$ cat src/common/svs_pkg.sv
// Purpose: shared constants of the supply voltage statistics readout
// Assumes: 32-bit avalon word per register, byte address = 4 * index
// Notes:   indices 0x28 and 0x29 hold the control and mode registers
package svs_pkg;
  // ==========================================================
  // widths
  localparam int RES_W   = 12;
  localparam int BYTE_W  = 8;
  localparam int NIB_W   = RES_W - BYTE_W;
  localparam int IDX_W   = 7;
  localparam int ADDR_W  = IDX_W + 2;
  localparam int DATA_W  = 32;
  localparam int FRAC_W  = 15;
  localparam int NUM_RES = 3;
  // ==========================================================
  // register indices
  localparam logic [IDX_W-1:0] IDX_AVG_UP = 7'h1b;
  localparam logic [IDX_W-1:0] IDX_AVG_LO = 7'h1c;
  localparam logic [IDX_W-1:0] IDX_MIN_UP = 7'h1d;
  localparam logic [IDX_W-1:0] IDX_MIN_LO = 7'h1e;
  localparam logic [IDX_W-1:0] IDX_MAX_UP = 7'h1f;
  localparam logic [IDX_W-1:0] IDX_MAX_LO = 7'h20;
  localparam logic [IDX_W-1:0] IDX_MCTRL  = 7'h28;
  localparam logic [IDX_W-1:0] IDX_MODE   = 7'h29;
  // ==========================================================
  // fields and reset values
  localparam int TAU_W    = 4;
  localparam int TAU_LSB  = 0;
  localparam int CLR_BIT  = 7;
  localparam int MODE_BIT = 0;
  localparam logic [TAU_W-1:0]  TAU_RST    = 4'h4;
  localparam logic [BYTE_W-1:0] REG_RST    = 8'h00;
  localparam logic [RES_W-1:0]  RES_ZERO   = 12'h000;
  localparam logic [RES_W-1:0]  RES_FULL   = 12'hfff;
  localparam logic [1:0]        ADDR_ALIGN = 2'h0;
  // ==========================================================
  // result selectors
  localparam logic [1:0] SEL_AVG  = 2'h0;
  localparam logic [1:0] SEL_MIN  = 2'h1;
  localparam logic [1:0] SEL_MAX  = 2'h2;
  localparam logic [1:0] SEL_NONE = 2'h3;
endpackage

$ cat src/common/svs_meas_if.sv
// Purpose: selected supply sample and filter settings to the trackers
// Assumes: all signals on the block clock
// Notes:   driven by the top, read by the average and extreme trackers
`timescale 1ns/1ps
interface svs_meas_if
  import svs_pkg::*;
();
  logic [RES_W-1:0] sample;
  logic             valid;
  logic             clear;
  logic [TAU_W-1:0] tau;
  modport src  (output sample, output valid, output clear, output tau);
  modport sink (input sample, input valid, input clear, input tau);
endinterface

$ cat src/design/svs_iir.sv
// Purpose: iir low-pass average of the selected supply sample
// Assumes: tau gives a right shift of the error term
// Notes:   first sample after a clear loads the average directly
`timescale 1ns/1ps
module svs_iir
  import svs_pkg::*;
#(
  parameter int F = FRAC_W
) (
  input  wire logic             clk,
  input  wire logic             rst,
  svs_meas_if.sink              m,
  output logic      [RES_W-1:0] avg
);
  logic        [RES_W+F-1:0] acc_ff;
  logic                      seen_ff;
  logic signed [RES_W+F:0]   diff;
  logic signed [RES_W+F:0]   step;

  assign diff = $signed({1'b0, m.sample, {F{1'b0}}}) - $signed({1'b0, acc_ff});
  assign step = diff >>> m.tau;
  assign avg  = acc_ff[RES_W+F-1:F];

  always_ff @(posedge clk or posedge rst) begin
    if (rst) begin
      acc_ff  <= '0;
      seen_ff <= 1'b0;
    end else if (m.clear) begin
      acc_ff  <= '0;
      seen_ff <= 1'b0;
    end else if (m.valid) begin
      seen_ff <= 1'b1;
      if (!seen_ff) begin
        acc_ff <= {m.sample, {F{1'b0}}};
      end else begin
        acc_ff <= acc_ff + step[RES_W+F-1:0];
      end
    end
  end
endmodule

$ cat src/design/svs_extreme.sv
// Purpose: minimum or maximum of the selected supply sample
// Assumes: IS_MAX picks the maximum, otherwise the minimum
// Notes:   reads zero until the first sample after a clear
`timescale 1ns/1ps
module svs_extreme
  import svs_pkg::*;
#(
  parameter bit IS_MAX = 1'b0
) (
  input  wire logic             clk,
  input  wire logic             rst,
  svs_meas_if.sink              m,
  output logic      [RES_W-1:0] ext
);
  localparam logic [RES_W-1:0] START = IS_MAX ? RES_ZERO : RES_FULL;
  logic [RES_W-1:0] ext_ff;
  logic             seen_ff;
  logic             better;

  assign better = IS_MAX ? (m.sample > ext_ff) : (m.sample < ext_ff);
  assign ext    = seen_ff ? ext_ff : RES_ZERO;

  always_ff @(posedge clk or posedge rst) begin
    if (rst) begin
      ext_ff  <= START;
      seen_ff <= 1'b0;
    end else if (m.clear) begin
      ext_ff  <= START;
      seen_ff <= 1'b0;
    end else if (m.valid) begin
      seen_ff <= 1'b1;
      if (better || !seen_ff) begin
        ext_ff <= m.sample;
      end
    end
  end
endmodule

$ cat src/design/svs_readout.sv
// Purpose: supply voltage average, minimum and maximum result registers
// Assumes: avalon-mm slave with waitrequest, samples on the same clock
// Notes:   each request answers with waitrequest low on its second edge
`timescale 1ns/1ps
module svs_readout
  import svs_pkg::*;
(
  input  wire logic              clk,
  input  wire logic              rst,
  input  wire logic [ADDR_W-1:0] avs_address,
  input  wire logic              avs_read,
  input  wire logic              avs_write,
  input  wire logic [DATA_W-1:0] avs_writedata,
  input  wire logic [3:0]        avs_byteenable,
  output logic      [DATA_W-1:0] avs_readdata,
  output logic                   avs_waitrequest,
  input  wire logic [RES_W-1:0]  primary_battery_pin_sample,
  input  wire logic [RES_W-1:0]  secondary_supply_pin_sample,
  input  wire logic              sample_valid,
  output logic                   supply_present_mode
);
  // ==========================================================
  // decoding helpers
  function automatic logic [1:0] res_sel(input logic [IDX_W-1:0] i);
    case (i)
      IDX_AVG_UP, IDX_AVG_LO: res_sel = SEL_AVG;
      IDX_MIN_UP, IDX_MIN_LO: res_sel = SEL_MIN;
      IDX_MAX_UP, IDX_MAX_LO: res_sel = SEL_MAX;
      default:                res_sel = SEL_NONE;
    endcase
  endfunction

  function automatic logic is_upper(input logic [IDX_W-1:0] i);
    is_upper = (i == IDX_AVG_UP) || (i == IDX_MIN_UP) || (i == IDX_MAX_UP);
  endfunction

  // ==========================================================
  // bus handshake
  logic [DATA_W-1:0] readdata_ff;
  logic [DATA_W-1:0] nxt_readdata;
  logic              wait_ff;
  logic              req;
  logic              take;
  logic              done;
  logic              aligned;
  logic [IDX_W-1:0]  idx;
  logic [1:0]        addr_sel;

  assign req      = avs_read || avs_write;
  assign take     = req && wait_ff;
  assign done     = req && !wait_ff;
  assign idx      = avs_address[ADDR_W-1:2];
  assign aligned  = (avs_address[1:0] == ADDR_ALIGN);
  assign addr_sel = (req && aligned) ? res_sel(idx) : SEL_NONE;

  always_ff @(posedge clk or posedge rst) begin
    if (rst) begin
      wait_ff <= 1'b1;
    end else if (take) begin
      wait_ff <= 1'b0;
    end else begin
      wait_ff <= 1'b1;
    end
  end

  always_ff @(posedge clk or posedge rst) begin
    if (rst) begin
      readdata_ff <= '0;
    end else if (take) begin
      readdata_ff <= nxt_readdata;
    end
  end

  assign avs_readdata    = readdata_ff;
  assign avs_waitrequest = wait_ff;

  // ==========================================================
  // control registers
  logic [TAU_W-1:0] tau_ff;
  logic             mode_ff;
  logic             clear_ff;
  logic             wr_ok;

  assign wr_ok = done && avs_write && aligned && avs_byteenable[0];

  always_ff @(posedge clk or posedge rst) begin
    if (rst) begin
      tau_ff <= TAU_RST;
    end else if (wr_ok && (idx == IDX_MCTRL)) begin
      tau_ff <= avs_writedata[TAU_LSB +: TAU_W];
    end
  end

  always_ff @(posedge clk or posedge rst) begin
    if (rst) begin
      clear_ff <= 1'b0;
    end else begin
      clear_ff <= wr_ok && (idx == IDX_MCTRL) && avs_writedata[CLR_BIT];
    end
  end

  always_ff @(posedge clk or posedge rst) begin
    if (rst) begin
      mode_ff <= 1'b0;
    end else if (wr_ok && (idx == IDX_MODE)) begin
      mode_ff <= avs_writedata[MODE_BIT];
    end
  end

  assign supply_present_mode = mode_ff;

  // ==========================================================
  // supply selection into the trackers
  svs_meas_if meas ();

  always_ff @(posedge clk or posedge rst) begin
    if (rst) begin
      meas.sample <= RES_ZERO;
      meas.valid  <= 1'b0;
    end else begin
      meas.valid  <= sample_valid;
      meas.sample <= mode_ff ? secondary_supply_pin_sample
                             : primary_battery_pin_sample;
    end
  end

  assign meas.clear = clear_ff;
  assign meas.tau   = tau_ff;

  logic [RES_W-1:0] live [NUM_RES];

  svs_iir #(
    .F   (FRAC_W)
  ) u_avg (
    .clk (clk),
    .rst (rst),
    .m   (meas.sink),
    .avg (live[SEL_AVG])
  );

  svs_extreme #(
    .IS_MAX (1'b0)
  ) u_min (
    .clk    (clk),
    .rst    (rst),
    .m      (meas.sink),
    .ext    (live[SEL_MIN])
  );

  svs_extreme #(
    .IS_MAX (1'b1)
  ) u_max (
    .clk    (clk),
    .rst    (rst),
    .m      (meas.sink),
    .ext    (live[SEL_MAX])
  );

  // ==========================================================
  // visible results and shadows
  logic [RES_W-1:0]  vis_ff    [NUM_RES];
  logic [BYTE_W-1:0] shadow_ff [NUM_RES];

  for (genvar g = 0; g < NUM_RES; g++) begin : g_res
    always_ff @(posedge clk or posedge rst) begin
      if (rst) begin
        vis_ff[g] <= RES_ZERO;
      end else if (addr_sel != 2'(g)) begin
        vis_ff[g] <= live[g];
      end
    end

    always_ff @(posedge clk or posedge rst) begin
      if (rst) begin
        shadow_ff[g] <= REG_RST;
      end else if (done && avs_read && is_upper(idx) && addr_sel == 2'(g)) begin
        shadow_ff[g] <= vis_ff[g][BYTE_W-1:0];
      end
    end
  end

  // ==========================================================
  // read mux
  always_comb begin
    nxt_readdata = '0;
    if (aligned && avs_read) begin
      case (idx)
        IDX_AVG_UP: nxt_readdata[NIB_W-1:0] = vis_ff[SEL_AVG][RES_W-1:BYTE_W];
        IDX_MIN_UP: nxt_readdata[NIB_W-1:0] = vis_ff[SEL_MIN][RES_W-1:BYTE_W];
        IDX_MAX_UP: nxt_readdata[NIB_W-1:0] = vis_ff[SEL_MAX][RES_W-1:BYTE_W];
        IDX_AVG_LO: nxt_readdata[BYTE_W-1:0] = shadow_ff[SEL_AVG];
        IDX_MIN_LO: nxt_readdata[BYTE_W-1:0] = shadow_ff[SEL_MIN];
        IDX_MAX_LO: nxt_readdata[BYTE_W-1:0] = shadow_ff[SEL_MAX];
        IDX_MCTRL:  nxt_readdata[TAU_LSB +: TAU_W] = tau_ff;
        IDX_MODE:   nxt_readdata[MODE_BIT] = mode_ff;
        default:    nxt_readdata = '0;
      endcase
    end
  end
endmodule

$ cat config.mk
export PLATFORM = sky130hd
export DESIGN_NAME = svs_readout
export DESIGN_NICKNAME = d
export VERILOG_FILES = /design/src/common/svs_pkg.sv /design/src/common/svs_meas_if.sv /design/src/design/svs_iir.sv /design/src/design/svs_extreme.sv /design/src/design/svs_readout.sv
export SDC_FILE = /design/constraint.sdc
export NUM_CORES = 1
export LEC_CHECK = 0
export BUFFER_PORTS_ARGS = -buffer_cell sky130_fd_sc_hd__clkbuf_2
export CAP_MARGIN = 20
export CORE_MARGIN = 2
export CORE_UTILIZATION = 60
export CTS_CLUSTER_DIAMETER = 80
export DETAILED_ROUTE_END_ITERATION = 10
export PLACE_DENSITY = 0.88
export SLEW_MARGIN = 0
export SYNTH_ARGS = -nofsm -noshare
export SYNTH_HDL_FRONTEND = slang
export SYNTH_SLANG_ARGS = --single-unit
$ cat constraint.sdc
create_clock -name clk -period 6.3 [get_ports clk]
set_input_delay 0.315 -clock clk [delete_from_list [all_inputs] [get_ports clk]]
set_output_delay 0.315 -clock clk [all_outputs]
set_load 0.02 [all_outputs]
==> run metrics, run 1 <==
fin area 10900 µm²; fillers 1163; CP Max Fanout 8; internal power 0.00345 W; cell row count 46; RSZ-0062 raised after global routing false; via density per instance 6.48; Yosys reg bits 140; Synth Warn # 0; CTS Buf Count 17; vias 8584; critical path, cell by cell inv_1, ha_1, nor3b_2, nand4b_2, nor4_2, o31a_1, o21a_1, nor2_1, xnor2_2, mux4_2, mux2i_1, mux2i_1, ha_1, a21o_1, a221o_1, a21oi_1, a21boi_0, o21a_1, o221ai_1, a41oi_1, xnor2_1, o22ai_1; Routed Antenna Nets 0; sw frac 44.8%; Remaining Overflow, GRT 0; post-place instance area 10200 µm²; Clock Skews 0.0102 ns; Hold Crit Class in -> reg; DIE AREA 17500 µm²; combinational share of power 57.3%; area leader, netlist dfrtp_1; Clock power frac 17.8%; Worst-path clk slew 0.07 ns; Cell Pwr Density 571 nW/µm²; CTS HTree Levels 4; wire length per cell 19.5 µm; vias in the first global route 8053; placed insts 1290; share of cells above drive strength 1 17.7%; Core Area 16000 µm²; Starting Density 61.8%; LEAKAGE 5.02 nW; final count of hold timing violations 0; initial antenna violation count 0; Post-synth EDFFs 0; synthesized area 9890 µm²; top-area cell type share of the netlist area 31.9%; clk buf depth 2; slowest stage cell, crit path mux4_2; ys flop type dfrtp_1; CP endpoint kind flip-flop; Total Wirelength 25800 µm; Final Max Tran Viols 0; # clock sinks 140; Clock Latency Late Sink 0.43 ns; peak supply drop 0.280 mV; Critical Path AT 6.18 ns; ys async rst share 100%; Post-DP HPWL 17700 µm; Die Span Y 132 µm; Diodes inserted 0; GRT Total Usage 29.8%; violation count after the first detailed-route iteration 1019; Worst setup SP type flip-flop; slowest cell delay on critical path 0.52 ns; Synth-to-Final Area Change 10.5%; GP Congestion 0.946; status finished, final reports clean; pre-CTS setup slack 0.253 ns; post-route setup slack 0.405 ns; Rel. slew slack 26.4%; CTS tree built; # DRC 0; DIE WIDTH 132 µm; mean post-synth cell area 9.32 µm²; final-report setup violation count 0; Syn Inst Count 1061; largest net degree at the start of global routing 77; io pins 108; Psw 0.00279 W; kind of critical path reg -> reg; most frequent cell after synthesis dfrtp_1; root buffer cell clkbuf_16; min cycle time layout 5.89 ns; post-synthesis cell type count 78; Area contributors post-synth dfrtp_1 (32%), ha_1 (8.1%), mux2_2 (5.7%), nand2_1 (4.7%), mux2i_1 (4.6%); max_cap viols 0; fmax 170 MHz; IO buf count 53; critical path required time 6.58 ns; first-pass GRT wire length 42100 µm; synth cell count leaders dfrtp_1 (126), nand2_1 (124), o21ai_0 (82), ha_1 (64), a21oi_1 (59); Seq pwr share 24.8%; setup TNS 0 ns; fin cells 1324; drt first pass iters 6; Least-Margin Pin Slew 1.10 ns; fin crit share 93.6%; Seq/Total Area, Yosys 35.6%; Final nets 1234
[layout by cell type, fill, tap and decap left out, types with 7 or more instances in the layout]
cell type / instances
mux2_2: 50
nand2_1: 124
conb_1: 24
and2_1: 7
mux2i_1: 45
dfrtp_1: 125
nand2b_1: 11
inv_1: 52
or3_1: 10
ha_1: 64
o21a_1: 9
xnor2_1: 26
a21oi_1: 58
nor2b_1: 8
xor2_1: 19
clkbuf_16: 17
a21o_1: 19
buf_4: 10
nand4_1: 7
mux4_2: 10
nand3_1: 23
nor2_1: 55
o22a_1: 12
a211oi_1: 20
o21ai_0: 82
clkbuf_2: 53
a22o_1: 14
nor3_1: 20
dfstp_2: 14
o21bai_1: 7
[final cells by class]
type	count	area, µm²	share of cell area [%]
multi-input combinational	816	5900	54.0
sequential	140	3520	32.2
clock buffer	18	439	4.02
timing repair buffer	66	372	3.40
tap	216	270	2.47
clock inverter	14	216	1.98
inverter	54	208	1.90
[power groups by stage]
stage / clock, W / combinational, W / sequential, W
finish: 0.00111 / 0.00358 / 0.00155
detailed placement: 0 / 0.00341 / 0.00154
CTS: 0.00112 / 0.00347 / 0.00153
global route: 0.00116 / 0.00396 / 0.00158
global placement: 0 / 0.00327 / 0.00152
floorplan: 0 / 0.00281 / 0.00142
[metal layers]
metal | up-vias | routed length (µm) | GRT usage [%]
met3 | 83 | 2230 | 5.65
met2 | 489 | 12100 | 47.9
met4 | 0 | 990 | 11.4
met1 | 4139 | 10500 | 40.2
met5 | - | 0 | 0
li1 | 3873 | - | -
[sequential cells by signal (all words and copies together) (netlist names)]
name	flops
avs_readdata	8
avs_waitrequest	1
clear_ff	1
meas.sample	12
meas.tau	4
meas.valid	1
shadow_ff	24
supply_present_mode	1
u_avg.acc_ff	27
u_max.ext_ff	12
u_max.seen_ff	1
u_min.ext_ff	12
vis_ff	36
[final timing paths]
kind | start | end | slack [ns] | depth (start not counted)
worst max-delay path | u_avg.acc_ff[1] | u_avg.acc_ff[23] | 0.41 | 22
max in group asynchronous | rst | meas.tau[0] | 4.37 | 4
min in group asynchronous | rst | meas.sample[6] | 0.52 | 3
worst min-delay path | avs_writedata[2] | meas.tau[2] | 0.09 | 3
worst min register to register | vis_ff[11] | vis_ff[11] | 0.47 | 2
worst max register to register | u_avg.acc_ff[1] | u_avg.acc_ff[23] | 0.41 | 22
[through the flow]
step	hold WS (ns)	util, %	total power (W)
global placement	0.429	63.9	0.00478
global route	0.112	68.3	0.00669
floorplan	0.346	-	0.00422
finish	0.0901	68.3	0.00624
CTS	0.0888	68.2	0.00612
detailed placement	0.426	63.9	0.00495
[worst max-delay path, delay by kind of cell, from the launching register on]
family                     cells  cell delay [ns]
muxes                          3             0.88
AOI/OAI and AO/OA             10             2.34
and+or+nand+nor                4             1.12
xor gates and xnor gates       2             0.32
DFF                            1             0.47
buffers and inverters          1             0.09
adders and majority gates      2             0.54
[logic make-up after synthesis]
logic type               Yosys count  share of synthesized area [%]
multiplexers                     105                           12.5
buffers and inverters            128                           5.94
AO/OA/AOI/OAI                    279                           18.7
flip-flops                       140                           35.6
XOR/XNOR                          47                           4.31
AND/OR/NAND/NOR                  296                           14.6
adder cells (fa/ha/maj)           65                           8.30
other                              1                         0.0379
[what timing repair did]
item | 4_1_cts | 5_1_grt
setup endpoints to repair | 0 | 6
hold buffers | 2 | 0
setup buffers | 0 | 0
gates resized for setup | 0 | 4
hold endpoints to repair | 10 | 0
(Power assumes the default switching activity.)
==> run 2: changes to the inputs <==
--- a/config.mk
+++ b/config.mk
@@ -7,11 +7,14 @@
 export LEC_CHECK = 0
 export BUFFER_PORTS_ARGS = -buffer_cell sky130_fd_sc_hd__clkbuf_2
 export CAP_MARGIN = 20
+export CELL_PAD_IN_SITES_DETAIL_PLACEMENT = 1
+export CELL_PAD_IN_SITES_GLOBAL_PLACEMENT = 2
 export CORE_MARGIN = 2
-export CORE_UTILIZATION = 60
+export CORE_UTILIZATION = 38
 export CTS_CLUSTER_DIAMETER = 80
 export DETAILED_ROUTE_END_ITERATION = 10
-export PLACE_DENSITY = 0.88
+export PLACE_DENSITY = 0.89
+export RECOVER_POWER = 100
 export SLEW_MARGIN = 0
 export SYNTH_ARGS = -nofsm -noshare
 export SYNTH_HDL_FRONTEND = slang
==> run metrics, run 2 (synthesized netlist as in run 1, its figures left out) <==
Hold Crit Class in -> reg; LEAKAGE 4.97 nW; Cell Pwr Density 563 nW/µm²; GP Congestion 0.863; vias 8161; critical path, cell by cell inv_1, ha_1, nor3b_1, buf_4, nand4b_2, nor4_2, o31a_1, o21a_1, nor2_1, xnor2_2, mux4_2, mux2i_1, mux2i_1, ha_1, a21o_1, a221o_1, a21oi_1, a21boi_0, o21a_1, o221ai_1, a41oi_1, xnor2_1, o22ai_1; clk buf depth 2; Worst setup SP type flip-flop; post-place instance area 10400 µm²; max reg flops 36; Synth-to-Final Area Change 11.4%; fmax 175 MHz; failing checks max-capacitance violations, max-slew violations; Post-DP HPWL 21200 µm; Die Span Y 165 µm; initial antenna violation count 0; R2R Path Start u_avg.acc_ff[1]; io pins 108; share of cells above drive strength 1 15.8%; Rel. slew slack -209%; DIE AREA 27300 µm²; min cycle time layout 5.71 ns; Worst path depth 23; CTS HTree Levels 4; RSZ-0062 raised after global routing false; most frequent cells in the layout dfrtp_1 (125), nand2_1 (124), o21ai_0 (83), ha_1 (64), a21oi_1 (58); setup TNS 0 ns; Starting Density 38.3%; Worst Reg2Reg Path Length in Cells 23; Total Wirelength 29000 µm; Core Area 25800 µm²; most common cell after layout, fill and taps aside dfrtp_1; FF-to-FF setup slack 0.59 ns; Clock Skews 0.0149 ns; via density per instance 5.63; FF-to-FF End u_avg.acc_ff[23]; DIE WIDTH 165 µm; Worst-path clk slew 0.07 ns; Post-CTS Repair Setup Buffers 0; vias in the first global route 8297; Clock Latency Late Sink 0.44 ns; CP bufs+invs 2; peak supply drop 0.233 mV; # DRC 0; min-delay src avs_writedata[3]; final-report setup violation count 0; IO buf count 53; CP Max Fanout 6; CTS Buf Count 17; Diodes inserted 0; status finished with violations; Final Power 0.00620 W; Least-Margin Pin Slew 4.62 ns; critical path required time 6.60 ns; Final Max Tran Viols 189; Final nets 1240; CP endpoint kind flip-flop; Critical Path AT 6.01 ns; GRT Total Usage 22.1%; violation count after the first detailed-route iteration 507; Critical Path Source u_avg.acc_ff[1]; slowest cell delay on critical path 0.55 ns; Top Registers vis_ff x36, u_avg.acc_ff x27, shadow_ff x24; kind of critical path reg -> reg; Top Family by Delay on Critical Path compound AO/OA/AOI/OAI gates; max_cap viols 4; most flop-heavy register vis_ff; final count of hold timing violations 0; largest net degree at the start of global routing 101; Setup crit end u_avg.acc_ff[23]; slowest stage cell, crit path mux4_2; drt first pass iters 5; wire length per cell 20.0 µm; root buffer cell clkbuf_16; Remaining Overflow, GRT 0; fin crit share 90.7%; cell row count 59; first-pass GRT wire length 46200 µm; fin area 11000 µm²; CTS tree built; # clock sinks 140; Routed Antenna Nets 0
==> run 2: worst register-to-register path, stage by stage, from the launching register on <==
cell and delay, ns:
dfrtp_1 0.45, inv_1 0.08, ha_1 0.17, nor3b_1 0.19, buf_4 0.17, nand4b_2 0.22, nor4_2 0.35, o31a_1 0.27
o21a_1 0.14, nor2_1 0.06, xnor2_2 0.17, mux4_2 0.55, mux2i_1 0.25, mux2i_1 0.18, ha_1 0.34, a21o_1 0.19
a221o_1 0.31, a21oi_1 0.14, a21boi_0 0.36, o21a_1 0.24, o221ai_1 0.19, a41oi_1 0.31, xnor2_1 0.15, o22ai_1 0.09
==> run 2: per-layer routing <==
layer	GRT usage [%]	part of all wire [%]
met2	36.8	48
met3	3.50	3.9
met1	30.2	47
met5	0	0
met4	5.05	1.3
==> run 2: worst min path at each step <==
stage / end / slack [ns] / depth (start not counted)
after floorplan: meas.valid / 0.35 / 0
after global placement: meas.valid / 0.43 / 1
after detailed placement: meas.valid / 0.43 / 1
after CTS: meas.tau[3] / 0.08 / 3
after global routing: meas.sample[2] / 0.09 / 2
final: meas.tau[3] / 0.09 / 3
==> run 2: stage by stage <==
step | utilization [%] | cells | worst slack (ns) | hold WS, ns
6_report | 42.6 | 1449 | 0.587 | 0.0923
5_1_grt | 42.6 | 1449 | 0.0146 | 0.0931
4_1_cts | 42.7 | 1447 | 0.410 | 0.0818
3_5_place_dp | 40.3 | 1414 | 0.457 | 0.435
3_3_place_gp | 40.3 | 1414 | 0.612 | 0.426
2_1_floorplan | - | 1084 | 1.24 | 0.346
==> run 2: power breakdown <==
part / switching [W] / internal [W]
logic: 0.00203 / 0.00157
registers: 0.000330 / 0.00122
clock network: 0.000509 / 0.000542
==> run 2: layout make-up <==
cell class,count,area (µm²)
inverter,54,204
clock buffer,17,425
clock inverter,15,189
fill,3000,14800
multi-input combinational,816,5880
tap,335,419
sequential,140,3520
timing repair buffer,72,375
==> run 2: what timing repair did <==
| action | CTS | global route |
|---|---|---|
| hold buffers | 1 | 0 |
| endpoints found under the setup margin | 0 | 3 |
| hold endpoints to repair | 1 | 0 |
| resized for setup | 0 | 2 |
==> run 3: changes to the inputs <==
==> constraint.sdc (replaced) <==
create_clock -name clk -period 6.3 [get_ports clk]
set_input_delay 0.63 -clock clk [delete_from_list [all_inputs] [get_ports clk]]
set_output_delay 0.63 -clock clk [all_outputs]
set_load 0.02 [all_outputs]
==> run metrics, run 3 (synthesized netlist as in run 1, its figures left out) <==
wire length per cell 19.6 µm; Clock Skews 0.00808 ns; share of cells above drive strength 1 15.8%; fmax 172 MHz; Worst setup SP type flip-flop; largest net degree at the start of global routing 87; kind of critical path reg -> reg; vias in the first global route 8280; drt first pass iters 7; LEAKAGE 4.93 nW; via density per instance 5.61; most common cell after layout, fill and taps aside dfrtp_1; CTS tree built; Core Area 25800 µm²; Top Family by Delay on Critical Path compound AO/OA/AOI/OAI gates; WHS Path Cells 1; root buffer cell clkbuf_16; DIE AREA 27300 µm²; final-report setup violation count 0; Hold Crit Class in -> reg; Cell Pwr Density 561 nW/µm²; RSZ-0062 raised after global routing false; Rel. slew slack -160%; most flop-heavy register vis_ff; Critical Path AT 6.10 ns; Top Registers vis_ff x36, u_avg.acc_ff x27, shadow_ff x24; slowest cell delay on critical path 0.56 ns; post-CTS resize count 0; post-place instance area 10400 µm²; # DRC 0; CTS Buf Count 17; Critical Path Source u_avg.acc_ff[0]; Starting Density 38.3%; Diodes inserted 0; peak supply drop 0.226 mV; fin crit share 92.4%; violation count after the first detailed-route iteration 571; status finished with violations; Synth-to-Final Area Change 10.7%; critical path required time 6.58 ns; setup TNS 0 ns; min-delay src sample_valid; CP endpoint kind flip-flop; worst hold slack 0.310 ns; DIE WIDTH 165 µm; R2R Path Start u_avg.acc_ff[0]; initial antenna violation count 0; # clock sinks 140; Die Span Y 165 µm; Post-CTS Repair Setup Buffers 0; Clock Latency Late Sink 0.43 ns; CTS HTree Levels 4; max reg flops 36; Least-Margin Pin Slew 3.87 ns; slowest stage cell, crit path mux4_2; critical path, cell by cell inv_1, ha_1, nor3b_1, buf_4, nand4b_1, nor4_2, o31a_1, o21a_1, nor2_1, xnor2_1, mux4_2, mux2i_1, mux2i_1, ha_1, and2_1, a221o_1, a21oi_1, a21boi_0, o21a_1, o221ai_1, a41oi_1, xnor2_1, o22ai_1; failing checks max-capacitance violations, max-slew violations; fin area 11000 µm²; Total Wirelength 28400 µm; most frequent cells in the layout dfrtp_1 (125), nand2_1 (124), o21ai_0 (84), ha_1 (64), a21oi_1 (58); Routed Antenna Nets 0; Final nets 1237; first-pass GRT wire length 45800 µm; Final Max Tran Viols 96; IO buf count 53; Post-DP HPWL 21100 µm; io pins 108; FF-to-FF setup slack 0.48 ns; Worst-path clk slew 0.06 ns; GP Congestion 0.847; cell row count 59; CTS Hold Bufs 0; CP bufs+invs 2; GRT Total Usage 21.6%; Remaining Overflow, GRT 0; FF-to-FF End u_avg.acc_ff[23]; final count of hold timing violations 0; clk buf depth 2; Worst Reg2Reg Path Length in Cells 23; vias 8119; max_cap viols 2; Worst Hold End meas.valid; CP Max Fanout 5; min cycle time layout 5.82 ns
run 3: changes by cell type in the layout (fill, tap and decap cells not counted), sizes merged:
| cell | change |
|---|---|
| buf | -3 |
| dlygate4sd3 | -1 |
| clkinv | -4 |
| clkbuf | +2 |
| clkinvlp | +2 |
| bufinv | +1 |
run 3: per-stage QoR:
step           setup WS (ns)  power (W)  std cells  utilization, %
3_5_place_dp           0.442    0.00509       1413            40.3
2_1_floorplan           1.24    0.00422       1084               -
5_1_grt               0.0658    0.00667       1446            42.4
3_3_place_gp           0.583    0.00494       1413            40.3
4_1_cts                0.387    0.00615       1445            42.6
6_report               0.481    0.00614       1446            42.4
run 3: final cells by class:
type                       instances  area, µm²
fill                            3048      14900
multi-input combinational        816       5860
tap                              335        419
sequential                       140       3520
clock buffer                      18        439
timing repair buffer              69        350
inverter                          54        204
clock inverter                    14        153
run 3: power by group:
group | internal [W] | leakage [nW] | switching, W
clock | 0.000572 | 0.287 | 0.000457
combinational | 0.00155 | 2.94 | 0.00201
sequential | 0.00122 | 1.70 | 0.000327
total | 0.00335 | 4.93 | 0.00279
run 3: how the worst max path moves through the flow:
stage / end / cells past startpoint
2_1_floorplan: u_avg.acc_ff[24] / 22
3_3_place_gp: u_avg.acc_ff[26] / 24
3_5_place_dp: u_avg.acc_ff[24] / 24
4_1_cts: u_avg.acc_ff[24] / 24
5_1_grt: u_avg.acc_ff[23] / 23
6_report: u_avg.acc_ff[23] / 23
run 3: routing by layer:
layer | vias up | track usage [%] | routed length (µm)
li1 | 3867 | - | -
met1 | 4059 | 30.1 | 13400
met2 | 162 | 35.2 | 13400
met3 | 31 | 2.80 | 1050
met4 | 0 | 6.27 | 519
met5 | - | 0 | 0
